===== src/design/sslc_pkg.sv =====
// package: shared constants for the switch state link encoder and decoder
package sslc_pkg;
  // ----------------------------------------------------------------
  // clock and line rates
  // ----------------------------------------------------------------
  localparam int unsigned CLK_HZ = 125000000; // local clock rate
  localparam int unsigned RATE_LOW_BPS = 2400; // select pin low
  localparam int unsigned RATE_HIGH_BPS = 9600; // select pin high
  localparam int unsigned BIT_CYC_LOW = CLK_HZ / RATE_LOW_BPS; // cycles per bit, slow
  localparam int unsigned BIT_CYC_HIGH = CLK_HZ / RATE_HIGH_BPS; // cycles per bit, fast
  localparam int unsigned DIV_W = 16; // width of the bit divider
  // ----------------------------------------------------------------
  // hold timeout
  // ----------------------------------------------------------------
  localparam int unsigned HOLD_MS = 131; // output hold time in ms
  localparam int unsigned HOLD_CYC = (CLK_HZ / 1000) * HOLD_MS; // cycles of hold
  localparam int unsigned HOLD_W = 25; // width of the hold counter
  // ----------------------------------------------------------------
  // packet format: start(1), data(4), inverted data(4), stop(0), stop(0)
  // ----------------------------------------------------------------
  localparam int unsigned LINES = 4; // number of switch lines
  localparam int unsigned PKT_BITS = 11; // bits per packet
  localparam int unsigned PKT_W = 4; // width of a bit index
  localparam logic [10:0] PKT_BIT_START = 11'h001; // start bit mask at index 0
endpackage


===== src/design/sslc_codec.sv =====
// module: switch state link encoder and decoder, sharing one packet format
`timescale 1ns/100ps
module sslc_codec #(
  parameter int unsigned BIT_SLOW = sslc_pkg::BIT_CYC_LOW,
  parameter int unsigned BIT_FAST = sslc_pkg::BIT_CYC_HIGH,
  parameter int unsigned HOLD_CYC = sslc_pkg::HOLD_CYC
) (
  input wire logic clk_in,
  input wire logic rstn_in,
  input wire logic enc_rate_fast_in,
  input wire logic [3:0] enc_switch_lines_in,
  output logic enc_serial_out,
  output logic enc_awake_out,
  input wire logic dec_rate_fast_in,
  input wire logic dec_serial_in,
  output logic [3:0] dec_switch_lines_out,
  output logic dec_awake_out
);
  // ----------------------------------------------------------------
  // encoder state
  // ----------------------------------------------------------------
  typedef enum {SSLC_SLEEP, SSLC_SEND} sslc_enc_state_type;
  sslc_enc_state_type enc_state, next_enc_state; // sleep or sending
  logic [15:0] enc_cnt, next_enc_cnt; // bit period counter
  logic [3:0] enc_idx, next_enc_idx; // bit being sent
  logic [10:0] enc_pkt, next_enc_pkt; // frame under way
  logic enc_line, next_enc_line; // registered serial line
  logic [15:0] enc_per; // period from rate pin
  logic any_high; // some switch input high
  assign enc_per = enc_rate_fast_in ? 16'(BIT_FAST) : 16'(BIT_SLOW);
  assign any_high = |enc_switch_lines_in;
  // builds a frame from fresh samples; data duplicated inverted for checking
  function automatic logic [10:0] sslc_frame(input logic [3:0] d);
    sslc_frame = {2'b00, ~d, d, 1'b1};
  endfunction
  // ----------------------------------------------------------------
  // encoder next state
  // ----------------------------------------------------------------
  always_comb begin
    next_enc_state = enc_state;
    next_enc_cnt = enc_cnt;
    next_enc_idx = enc_idx;
    next_enc_pkt = enc_pkt;
    next_enc_line = 1'b0;
    case (enc_state)
      SSLC_SLEEP: begin
        // wake on any input; the line stays low while asleep
        if (any_high) begin
          next_enc_state = SSLC_SEND;
          next_enc_pkt = sslc_frame(enc_switch_lines_in);
          next_enc_idx = 4'h0;
          next_enc_cnt = enc_per - 16'h0001;
          next_enc_line = 1'b1;
        end
      end
      SSLC_SEND: begin
        // inputs are not looked at mid-packet, so a frame always completes
        if (enc_cnt != 16'h0000) begin
          next_enc_cnt = enc_cnt - 16'h0001;
          next_enc_line = enc_pkt[enc_idx];
        end else if (enc_idx != 4'(sslc_pkg::PKT_BITS - 1)) begin
          next_enc_idx = enc_idx + 4'h1;
          next_enc_cnt = enc_per - 16'h0001;
          next_enc_line = enc_pkt[enc_idx + 4'h1];
        end else if (any_high) begin
          // back to back: the stop bits just sent give the decoder its low
          next_enc_pkt = sslc_frame(enc_switch_lines_in);
          next_enc_idx = 4'h0;
          next_enc_cnt = enc_per - 16'h0001;
          next_enc_line = 1'b1;
        end else begin
          next_enc_state = SSLC_SLEEP;
        end
      end
      default: next_enc_state = SSLC_SLEEP;
    endcase
  end
  // ----------------------------------------------------------------
  // encoder registers
  // ----------------------------------------------------------------
  always_ff @(posedge clk_in or negedge rstn_in) begin
    if (!rstn_in) begin
      enc_state <= SSLC_SLEEP;
      enc_cnt <= 16'h0000;
      enc_idx <= 4'h0;
      enc_pkt <= 11'h000;
      enc_line <= 1'b0;
    end else begin
      enc_state <= next_enc_state;
      enc_cnt <= next_enc_cnt;
      enc_idx <= next_enc_idx;
      enc_pkt <= next_enc_pkt;
      enc_line <= next_enc_line;
    end
  end
  assign enc_serial_out = enc_line;
  assign enc_awake_out = (enc_state == SSLC_SEND);
  // ----------------------------------------------------------------
  // decoder receiver
  // ----------------------------------------------------------------
  logic rx_good; // pulse: checked packet
  logic [3:0] rx_data; // its data bits
  sslc_rx_frame #(
    .BIT_SLOW(BIT_SLOW),
    .BIT_FAST(BIT_FAST)
  ) u_rx (
    .clk_in(clk_in),
    .rstn_in(rstn_in),
    .rate_fast_in(dec_rate_fast_in),
    .serial_in(dec_serial_in),
    .good_out(rx_good),
    .data_out(rx_data)
  );
  // ----------------------------------------------------------------
  // decoder output hold
  // ----------------------------------------------------------------
  logic [3:0] outs, next_outs; // held output levels
  logic [24:0] hold, next_hold; // cycles left before timeout
  logic awake, next_awake; // decoder holding outputs
  always_comb begin
    next_outs = outs;
    next_hold = hold;
    next_awake = awake;
    if (rx_good) begin
      // only checked packets reach the pins; same index, same line
      next_outs = rx_data;
      next_hold = 25'(HOLD_CYC - 1);
      next_awake = 1'b1;
    end else if (awake) begin
      if (hold != 25'h0000000) begin
        next_hold = hold - 25'h0000001;
      end else begin
        next_outs = 4'h0;
        next_awake = 1'b0;
      end
    end
  end
  always_ff @(posedge clk_in or negedge rstn_in) begin
    if (!rstn_in) begin
      outs <= 4'h0;
      hold <= 25'h0000000;
      awake <= 1'b0;
    end else begin
      outs <= next_outs;
      hold <= next_hold;
      awake <= next_awake;
    end
  end
  assign dec_switch_lines_out = outs;
  assign dec_awake_out = awake;
  // ----------------------------------------------------------------
  // assertions
  // ----------------------------------------------------------------
  property p_sleep_quiet;
    @(posedge clk_in) disable iff (!rstn_in)
      (enc_state == SSLC_SLEEP && !any_high) |=> !enc_serial_out;
  endproperty
  a_sleep_quiet: assert property (p_sleep_quiet) else $error("line high while asleep");
  property p_wake;
    @(posedge clk_in) disable iff (!rstn_in)
      (enc_state == SSLC_SLEEP && any_high) |=> (enc_serial_out && enc_awake_out);
  endproperty
  a_wake: assert property (p_wake) else $error("no start bit on wake");
  property p_capture;
    @(posedge clk_in) disable iff (!rstn_in)
      (enc_state == SSLC_SLEEP && any_high) |=> (enc_pkt[4:1] == $past(enc_switch_lines_in));
  endproperty
  a_capture: assert property (p_capture) else $error("packet data not sampled");
  property p_finish;
    @(posedge clk_in) disable iff (!rstn_in)
      (enc_awake_out && enc_idx != 4'ha) |=> enc_awake_out;
  endproperty
  a_finish: assert property (p_finish) else $error("packet cut short");
  property p_update_only_good;
    @(posedge clk_in) disable iff (!rstn_in)
      (!rx_good && awake && hold != 25'h0000000) |=> $stable(dec_switch_lines_out);
  endproperty
  a_update_only_good: assert property (p_update_only_good) else $error("outputs moved");
  property p_good_load;
    @(posedge clk_in) disable iff (!rstn_in)
      rx_good |=> (dec_switch_lines_out == $past(rx_data) && dec_awake_out);
  endproperty
  a_good_load: assert property (p_good_load) else $error("good packet not shown");
  property p_timeout;
    @(posedge clk_in) disable iff (!rstn_in)
      (awake && !rx_good && hold == 25'h0000000) |=> (dec_switch_lines_out == 4'h0 && !awake);
  endproperty
  a_timeout: assert property (p_timeout) else $error("timeout did not clear");
  property p_asleep_low;
    @(posedge clk_in) disable iff (!rstn_in)
      !dec_awake_out |-> (dec_switch_lines_out == 4'h0);
  endproperty
  a_asleep_low: assert property (p_asleep_low) else $error("outputs high while asleep");
endmodule // sslc_codec


===== src/design/sslc_rx_frame.sv =====
// module: packet receiver and checker used by the decoder
`timescale 1ns/100ps
module sslc_rx_frame #(
  parameter int unsigned BIT_SLOW = sslc_pkg::BIT_CYC_LOW,
  parameter int unsigned BIT_FAST = sslc_pkg::BIT_CYC_HIGH
) (
  input wire logic clk_in,
  input wire logic rstn_in,
  input wire logic rate_fast_in,
  input wire logic serial_in,
  output logic good_out,
  output logic [3:0] data_out
);
  // ----------------------------------------------------------------
  // state
  // ----------------------------------------------------------------
  typedef enum {SSLC_RX_IDLE, SSLC_RX_BITS} sslc_rx_state_type;
  sslc_rx_state_type state, next_state; // receiver phase
  logic prev_line, next_prev_line; // line level last cycle, for edge find
  logic [15:0] cnt, next_cnt; // bit period counter
  logic [3:0] idx, next_idx; // bit index
  logic [10:0] sh, next_sh; // collected bits
  logic good, next_good; // pulse: packet passed
  logic [3:0] data, next_data; // last passed data
  logic [15:0] per; // bit period chosen by the rate pin
  logic [10:0] full; // packet including the current bit
  assign per = rate_fast_in ? 16'(BIT_FAST) : 16'(BIT_SLOW);
  assign full = sh | (11'(serial_in) << idx);
  // ----------------------------------------------------------------
  // next state
  // ----------------------------------------------------------------
  always_comb begin
    next_state = state;
    next_prev_line = serial_in;
    next_cnt = cnt;
    next_idx = idx;
    next_sh = sh;
    next_good = 1'b0;
    next_data = data;
    case (state)
      SSLC_RX_IDLE: begin
        // rising edge marks a start bit; first sample half a bit later
        if (!prev_line && serial_in) begin
          next_state = SSLC_RX_BITS;
          next_cnt = per >> 1;
          next_idx = 4'h0;
          next_sh = 11'h000;
        end
      end
      SSLC_RX_BITS: begin
        if (cnt != 16'h0000) begin
          next_cnt = cnt - 16'h0001;
        end else if (idx == 4'(sslc_pkg::PKT_BITS - 1)) begin
          // last bit: check start, stop bits and the inverted copy
          next_state = SSLC_RX_IDLE;
          if (full[0] && !full[9] && !full[10] && (full[4:1] == ~full[8:5])) begin
            next_good = 1'b1;
            next_data = full[4:1];
          end
        end else begin
          next_sh = full;
          next_idx = idx + 4'h1;
          next_cnt = per - 16'h0001;
        end
      end
      default: next_state = SSLC_RX_IDLE;
    endcase
  end
  // ----------------------------------------------------------------
  // registers
  // ----------------------------------------------------------------
  always_ff @(posedge clk_in or negedge rstn_in) begin
    if (!rstn_in) begin
      state <= SSLC_RX_IDLE;
      prev_line <= 1'b1;
      cnt <= 16'h0000;
      idx <= 4'h0;
      sh <= 11'h000;
      good <= 1'b0;
      data <= 4'h0;
    end else begin
      state <= next_state;
      prev_line <= next_prev_line;
      cnt <= next_cnt;
      idx <= next_idx;
      sh <= next_sh;
      good <= next_good;
      data <= next_data;
    end
  end
  assign good_out = good;
  assign data_out = data;
endmodule // sslc_rx_frame


===== config.mk =====
export PLATFORM = sky130hd
export DESIGN_NAME = sslc_codec
export DESIGN_NICKNAME = d
export VERILOG_FILES = /design/src/design/sslc_pkg.sv /design/src/design/sslc_codec.sv /design/src/design/sslc_rx_frame.sv
export SDC_FILE = /design/constraint.sdc
export NUM_CORES = 1
export LEC_CHECK = 0
export ABC_AREA = 1
export BUFFER_PORTS_ARGS = -buffer_cell sky130_fd_sc_hd__buf_2
export CORE_AREA = 2 2 87 131
export CTS_BUF_LIST = sky130_fd_sc_hd__clkbuf_4 sky130_fd_sc_hd__clkbuf_8
export CTS_CLUSTER_SIZE = 25
export DETAILED_ROUTE_END_ITERATION = 6
export DIE_AREA = 0 0 89 133
export GPL_TIMING_DRIVEN = 0
export PLACE_DENSITY = 0.77
export SYNTH_ARGS = -nofsm -noshare
export SYNTH_HDL_FRONTEND = slang
export SYNTH_SLANG_ARGS = --single-unit

===== constraint.sdc =====
create_clock -name clk_in -period 2.2 [get_ports clk_in]
set_input_delay 0.11 -clock clk_in [delete_from_list [all_inputs] [get_ports clk_in]]
set_output_delay 0.11 -clock clk_in [all_outputs]
set_load 0.1 [all_outputs]

# [Yosys cells after proc, flatten, opt, wreduce, memory -nomap -nowiden]
# Index checks and enable logic that the tools add are counted.
[op_classes] n_lt_le_gt_ge=2 bitwise_logic=4 n_reduce_logical=26 eq_ne=16 n_mux=56 add_sub_neg=7 n_shift=1
[op_table] op="$mux 32" count=7
[op_table] op="$mux 16" count=8
[op_table] op="$pmux 32 s2" count=2
[op_table] op="$mux 25" count=3
[op_table] op="$mux 11" count=6
[op_table] op="$eq 32x1->1 const B" count=2
[op_table] op="$logic_not 32->1" count=2
[op_table] op="$pmux 16 s2" count=2
[op_table] op="$sub 16x1->16 const B" count=4
[op_table] op="$pmux 11 s2" count=2
[op_table] op="$mux 4" count=9
[op_table] op="$eq 32x2->1 const B" count=1
[op_table] op="$reduce_bool 16->1" count=2
[op_table] op="$reduce_bool 25->1" count=1
[op_table] op="$sub 25x1->25 const B" count=1
[op_table] op="$pmux 4 s2" count=2
[op_table] op="$mux 1" count=12
[op_table] op="$ne 2x2->1 const B" count=6
[op_table] op="$reduce_and 4->1" count=3
[op_table] op="$or 11x11->11" count=1
[op_table] op="$shl 1x4->11" count=1
[op_table] op="$lt 4x5->1 const B" count=2
[op_table] op="$reduce_and 3->1" count=3
[op_table] op="$add 4x1->4 const B" count=2
[op_table] op="14 further kinds" count=28
[word_totals] regBits=163 out_inout_bits=7 in_bits=9

# [Longest topological paths before layout]
[logic_depth] depth_word=10 mapped_depth=14 depth_no_buf=14

# [By module]
# From an unflattened synthesis, not the netlist that was laid out.
[hier_totals] hier_cells=917 hier_area_um2=6506.2
[by_module_without_submodules] mod="sslc_codec" instances=1 area_each_um2=4179.0 cells_per_inst=609
[by_module_without_submodules] mod="sslc_rx_frame" instances=1 area_each_um2=2327.2 cells_per_inst=308

# [Worst setup path before layout]
# Ideal clock, no wire load.
[synth_timing] kind="flip-flop to flip-flop" startpoint="register enc_state[0]" endpoint="register enc_idx[0]" n_path_buf=0 period_less_slack_ns=1.916 t_arrival_ns=1.796 path_slack_ns=0.284 stages_incl_launch_ff=6 cell_sequence="dfrtp_1 > nand2_1 > inv_1 > nand4_1 > nor2_1 > nor3_1"
[synth_via] elab_chain_len=3 word_cells_on_any_way=6 cone_classes="eq/ne (2); mux (1); reduce/logical (3)"
[synth_rtl] element="start, declared" line_no="sslc_codec.sv:23" source="sslc_enc_state_type enc_state, next_enc_state;"
[synth_rtl] element="start signal, assigned" line_no="sslc_codec.sv:89" source="enc_state <= next_enc_state;"
[synth_rtl] element="$eq 32x1->1 or $logic_not 32->1 (tied branches)" line_no="sslc_codec.sv:45" source="case (enc_state)"
[synth_rtl] element="$ne 2x2->1 (no line) or $reduce_bool 2->1 (tied branches)"
[synth_rtl] element="$reduce_and 2->1 (no line)"
[synth_rtl] element="end signal, assigned" line_no="sslc_codec.sv:91" source="enc_idx <= next_enc_idx;"
[synth_rtl] element="end, declared" line_no="sslc_codec.sv:25" source="logic [3:0] enc_idx, next_enc_idx;"
# Parallel ways exist; a longest one is shown, timed or not.
# A chain may end at the register's enable or synchronous reset.

# [Worst setup path after layout]
[layout_timing] startpoint="register u_rx.cnt[7]" endpoint="register u_rx.cnt[6]"
[layout_via] elab_chain_len=3 word_cells_on_any_way=5 cone_classes="eq/ne (1); mux (2); reduce/logical (2)"
[layout_rtl] element="start, declared" line_no="sslc_rx_frame.sv:20" source="logic [15:0] cnt, next_cnt;"
[layout_rtl] element="start signal, assigned" line_no="sslc_rx_frame.sv:84" source="cnt <= next_cnt;"
[layout_rtl] element="$reduce_bool 16->1 (*)" line_no="sslc_rx_frame.sv:51" source="if (cnt != 16'h0000) begin"
[layout_rtl] element="$ne 3x2->1 (no line) or $mux 16 (tied branches)"
[layout_rtl] element="$reduce_and 3->1 (no line) or $pmux 16 s2 (tied branches)"
# Mark *: on every way between the ends. The rest lies on a longest branch, timed or not.

==> flow_metrics.tcl <==
set metrics [dict create \
    status "completed" \
    worst_pin_slew_ns 0.5410 \
    grt_pass1_wl_mm 23.76 \
    cts_tree "built" \
    ys_top_cells_by_area "dfrtp_1 (42%), nand2_1 (9.9%), nor2_1 (7.1%)" \
    cts_buffers 9 \
    clkLatencyLatePin_ns 0.37 \
    die_w_um 89 \
    register_area_um2 2484 \
    cts.htree.levels 3 \
    power.leakage_nw 3.313 \
    wl_met3_um 597 \
    crit_start "u_rx.cnt[7]" \
    worstPathCellList "nor2_4 > nand2_2 > nor2_4 > nand3_4 > inv_4 > nor2_1 > ha_1 > nand4_1 > buf_4 > nor2_2 > nand2_1 > nand3_1 > nand2_1 > o21ai_1" \
    ios 16 \
    clock-sinks 99 \
    drive_above_1_share_pct 12.76 \
    wl_per_cell_um 14.43 \
    drt-initial-drc-count 352 \
    synth_top_cell_by_area "dfrtp_1" \
    synth_area_um2 5861 \
    setup_viol 0 \
    post_dp_cell_area_um2 6150 \
    top_layer "met4" \
    dr_wl_met2_mm 7.634 \
    multi_input_area_um2 2952 \
    vias 5590 \
    max-vdd-ir-drop_v 0.0004782 \
    num-fill-cells 992 \
    period_minus_slack_ns 2.112 \
    endpoint_kind "flop" \
    hold_path_class "primary input to flop" \
    rows 47 \
    diodes 0 \
    fp.dieH_um 133 \
    yosys_most_used_dff "dfrtp_1" \
    crit_path_max_fanout 5 \
    synthCells 804 \
    place_hpwl_mm 10.48 \
    ys_warn_count 0 \
    synth_seq_cells 99 \
    nNetsFinal 865 \
    fin_area_um2 6611 \
    placedCellCount 967 \
    dr.pass1.iters 5 \
    fmax_mhz 473.5 \
    hold_ws_ns 0.02648 \
    finalClockSkew_ns 0.01108 \
    antenna_found_initial 0 \
    io_buffers 15 \
    clk_pin_slew_ns 0.10 \
    ys_async_sr_fraction_pct 100.0 \
    worstSetupPathType "flop to flop" \
    fin_crit_sh_pct 96.01 \
    synth_commonest_cells "nand2_1 (154), nor2_1 (111), dfrtp_1 (98)" \
    p_per_area_nw_per_um2 710.8 \
    synth_top_area_share_pct 41.84 \
    cts-root-buf "clkbuf_8" \
    cpPeakStageDelay_ns 0.45 \
    slowest_stage "dfrtp_2" \
    synthesis.nets 820 \
    seq_area_frac_synth_pct 42.29 \
    slew_viol_final 0 \
    met1Wirelength_mm 5.692 \
    avgSynthCellArea_um2 7.289 \
    grt.total_usage_pct 25.07 \
    maxSlewHeadroom_pct 63.94 \
    ys_types 45 \
    start_util_pct 54.16 \
    viasPerCell 5.584 \
    wl_mm 14.44 \
    layout.cells.non_filler 1001 \
    grt_overflow 0 \
    r2r_start "u_rx.cnt[7]" \
    hold_viol 0 \
    synth_most_common_cell "nand2_1" \
    antenna_left 0 \
    grt_pass1_vias 5338 \
    area_delta_synth_final_pct 12.81 \
    drc 0 \
    routabilityCongestion 0.9352 \
    dieArea_um2 11840 \
    crit_required_ns 2.45 \
    clock_path_buffers 2 \
    worstHoldStart "enc_switch_lines_in[3]" \
    grt_max_degree 70 \
    cap_violations 0 \
    critPathArrivalTime_ns 2.36 \
    startpoint_type "flop" \
    r2r_slack_ns 0.09 \
    synth_enable_flop_cells 0 \
    core_um2 10820 \
]
==> state kept, by name (all words and copies together) (netlist names), 4 cells and up <==
name and count:
enc_idx 4, dec_switch_lines_out 4, hold 25, u_rx.sh 11, u_rx.data_out 4, u_rx.cnt 16
enc_cnt 16, u_rx.idx 4, enc_pkt 9
==> layer usage <==
layer	up-vias	track usage, %
li1	2735	-
met1	2640	29.04
met2	174	43.74
met3	41	3.119
met4	0	13.35
met5	-	0
==> where the power goes <==
part | total, mW | leakage, nW | switching [mW] | internal (mW)
combinational | 1.17 | 1.96 | 0.755 | 0.414
sequential | 2.21 | 1.25 | 0.176 | 2.03
clock | 1.32 | 0.108 | 0.653 | 0.671
==> cells by family after synthesis <==
logic type | share of synthesized area (%)
AOI/OAI and AO/OA | 13.83
xor gates and xnor gates | 2.092
adders and majority gates | 1.494
buffers and inverters | 8.668
DFF | 42.29
and+or+nand+nor | 31.62
==> area by class of cell <==
| type | instances | area share [%] |
|---|---|---|
| inverter | 109 | 6.283 |
| clock buffer | 10 | 2.082 |
| tap | 147 | 2.782 |
| buffer | 18 | 1.590 |
| clock inverter | 6 | 1.344 |
| sequential | 99 | 37.57 |
| multi-input combinational | 578 | 44.64 |
| timing repair buffer | 34 | 3.709 |
==> through the flow <==
| step | TNS [ns] | total power, mW | setup WS (ns) | util, % |
|---|---|---|---|---|
| finish | 0 | 4.699 | 0.08786 | 61.10 |
| global route | -0.2307 | 4.966 | -0.04541 | 61.10 |
| CTS | 0 | 4.638 | 0.00004663 | 59.53 |
| detailed placement | -0.9827 | 3.289 | -0.1517 | 56.83 |
| global placement | -0.4511 | 3.233 | -0.1119 | 56.56 |
| floorplan | 0 | 3.008 | 0.2841 | - |
==> worst max-delay path: cells and delay by family (launching register included) <==
family	cells	cell delay [ns]
AND/OR/NAND/NOR	10	0.95
flip-flops	1	0.45
buffers and inverters	2	0.27
adder cells (fa/ha/maj)	1	0.25
AO/OA/AOI/OAI	1	0.06
==> layout by cell type (no fill, tap or decap), drive strengths merged, types with 3 or more instances in the layout <==
cell / Yosys / routed
a21oi: 25 / 25
buf: 8 / 39
clkbuf: 10 / 21
clkinvlp: 0 / 3
dfrtp: 98 / 98
ha: 7 / 7
inv: 108 / 108
nand2: 161 / 161
nand3: 81 / 81
nand3b: 4 / 4
nand4: 22 / 22
nor2: 117 / 117
nor3: 13 / 13
nor4: 3 / 3
o211ai: 5 / 5
o21a: 8 / 8
o21ai: 96 / 96
o22ai: 4 / 4
or2: 6 / 6
xnor2: 3 / 3
xor2: 11 / 11
==> worst paths after layout <==
check / endpoint / depth (start not counted)
setup reg to reg: u_rx.cnt[6] / 14
hold reg to reg: enc_cnt[0] / 1
max in group asynchronous: u_rx.prev_line / 3
setup / recovery: u_rx.cnt[6] / 14
hold / removal: enc_pkt[8] / 4
min in group asynchronous: enc_cnt[4] / 2
==> timing repair <==
item	CTS	global route
hold endpoints to repair	31	0
hold buffers	2	0
pin swaps	2	8
setup endpoints to repair	24	53
buffers inserted	3	13
gates resized for setup	8	20
cloned	0	0
Note: power is estimated with default switching activity, not from simulation.
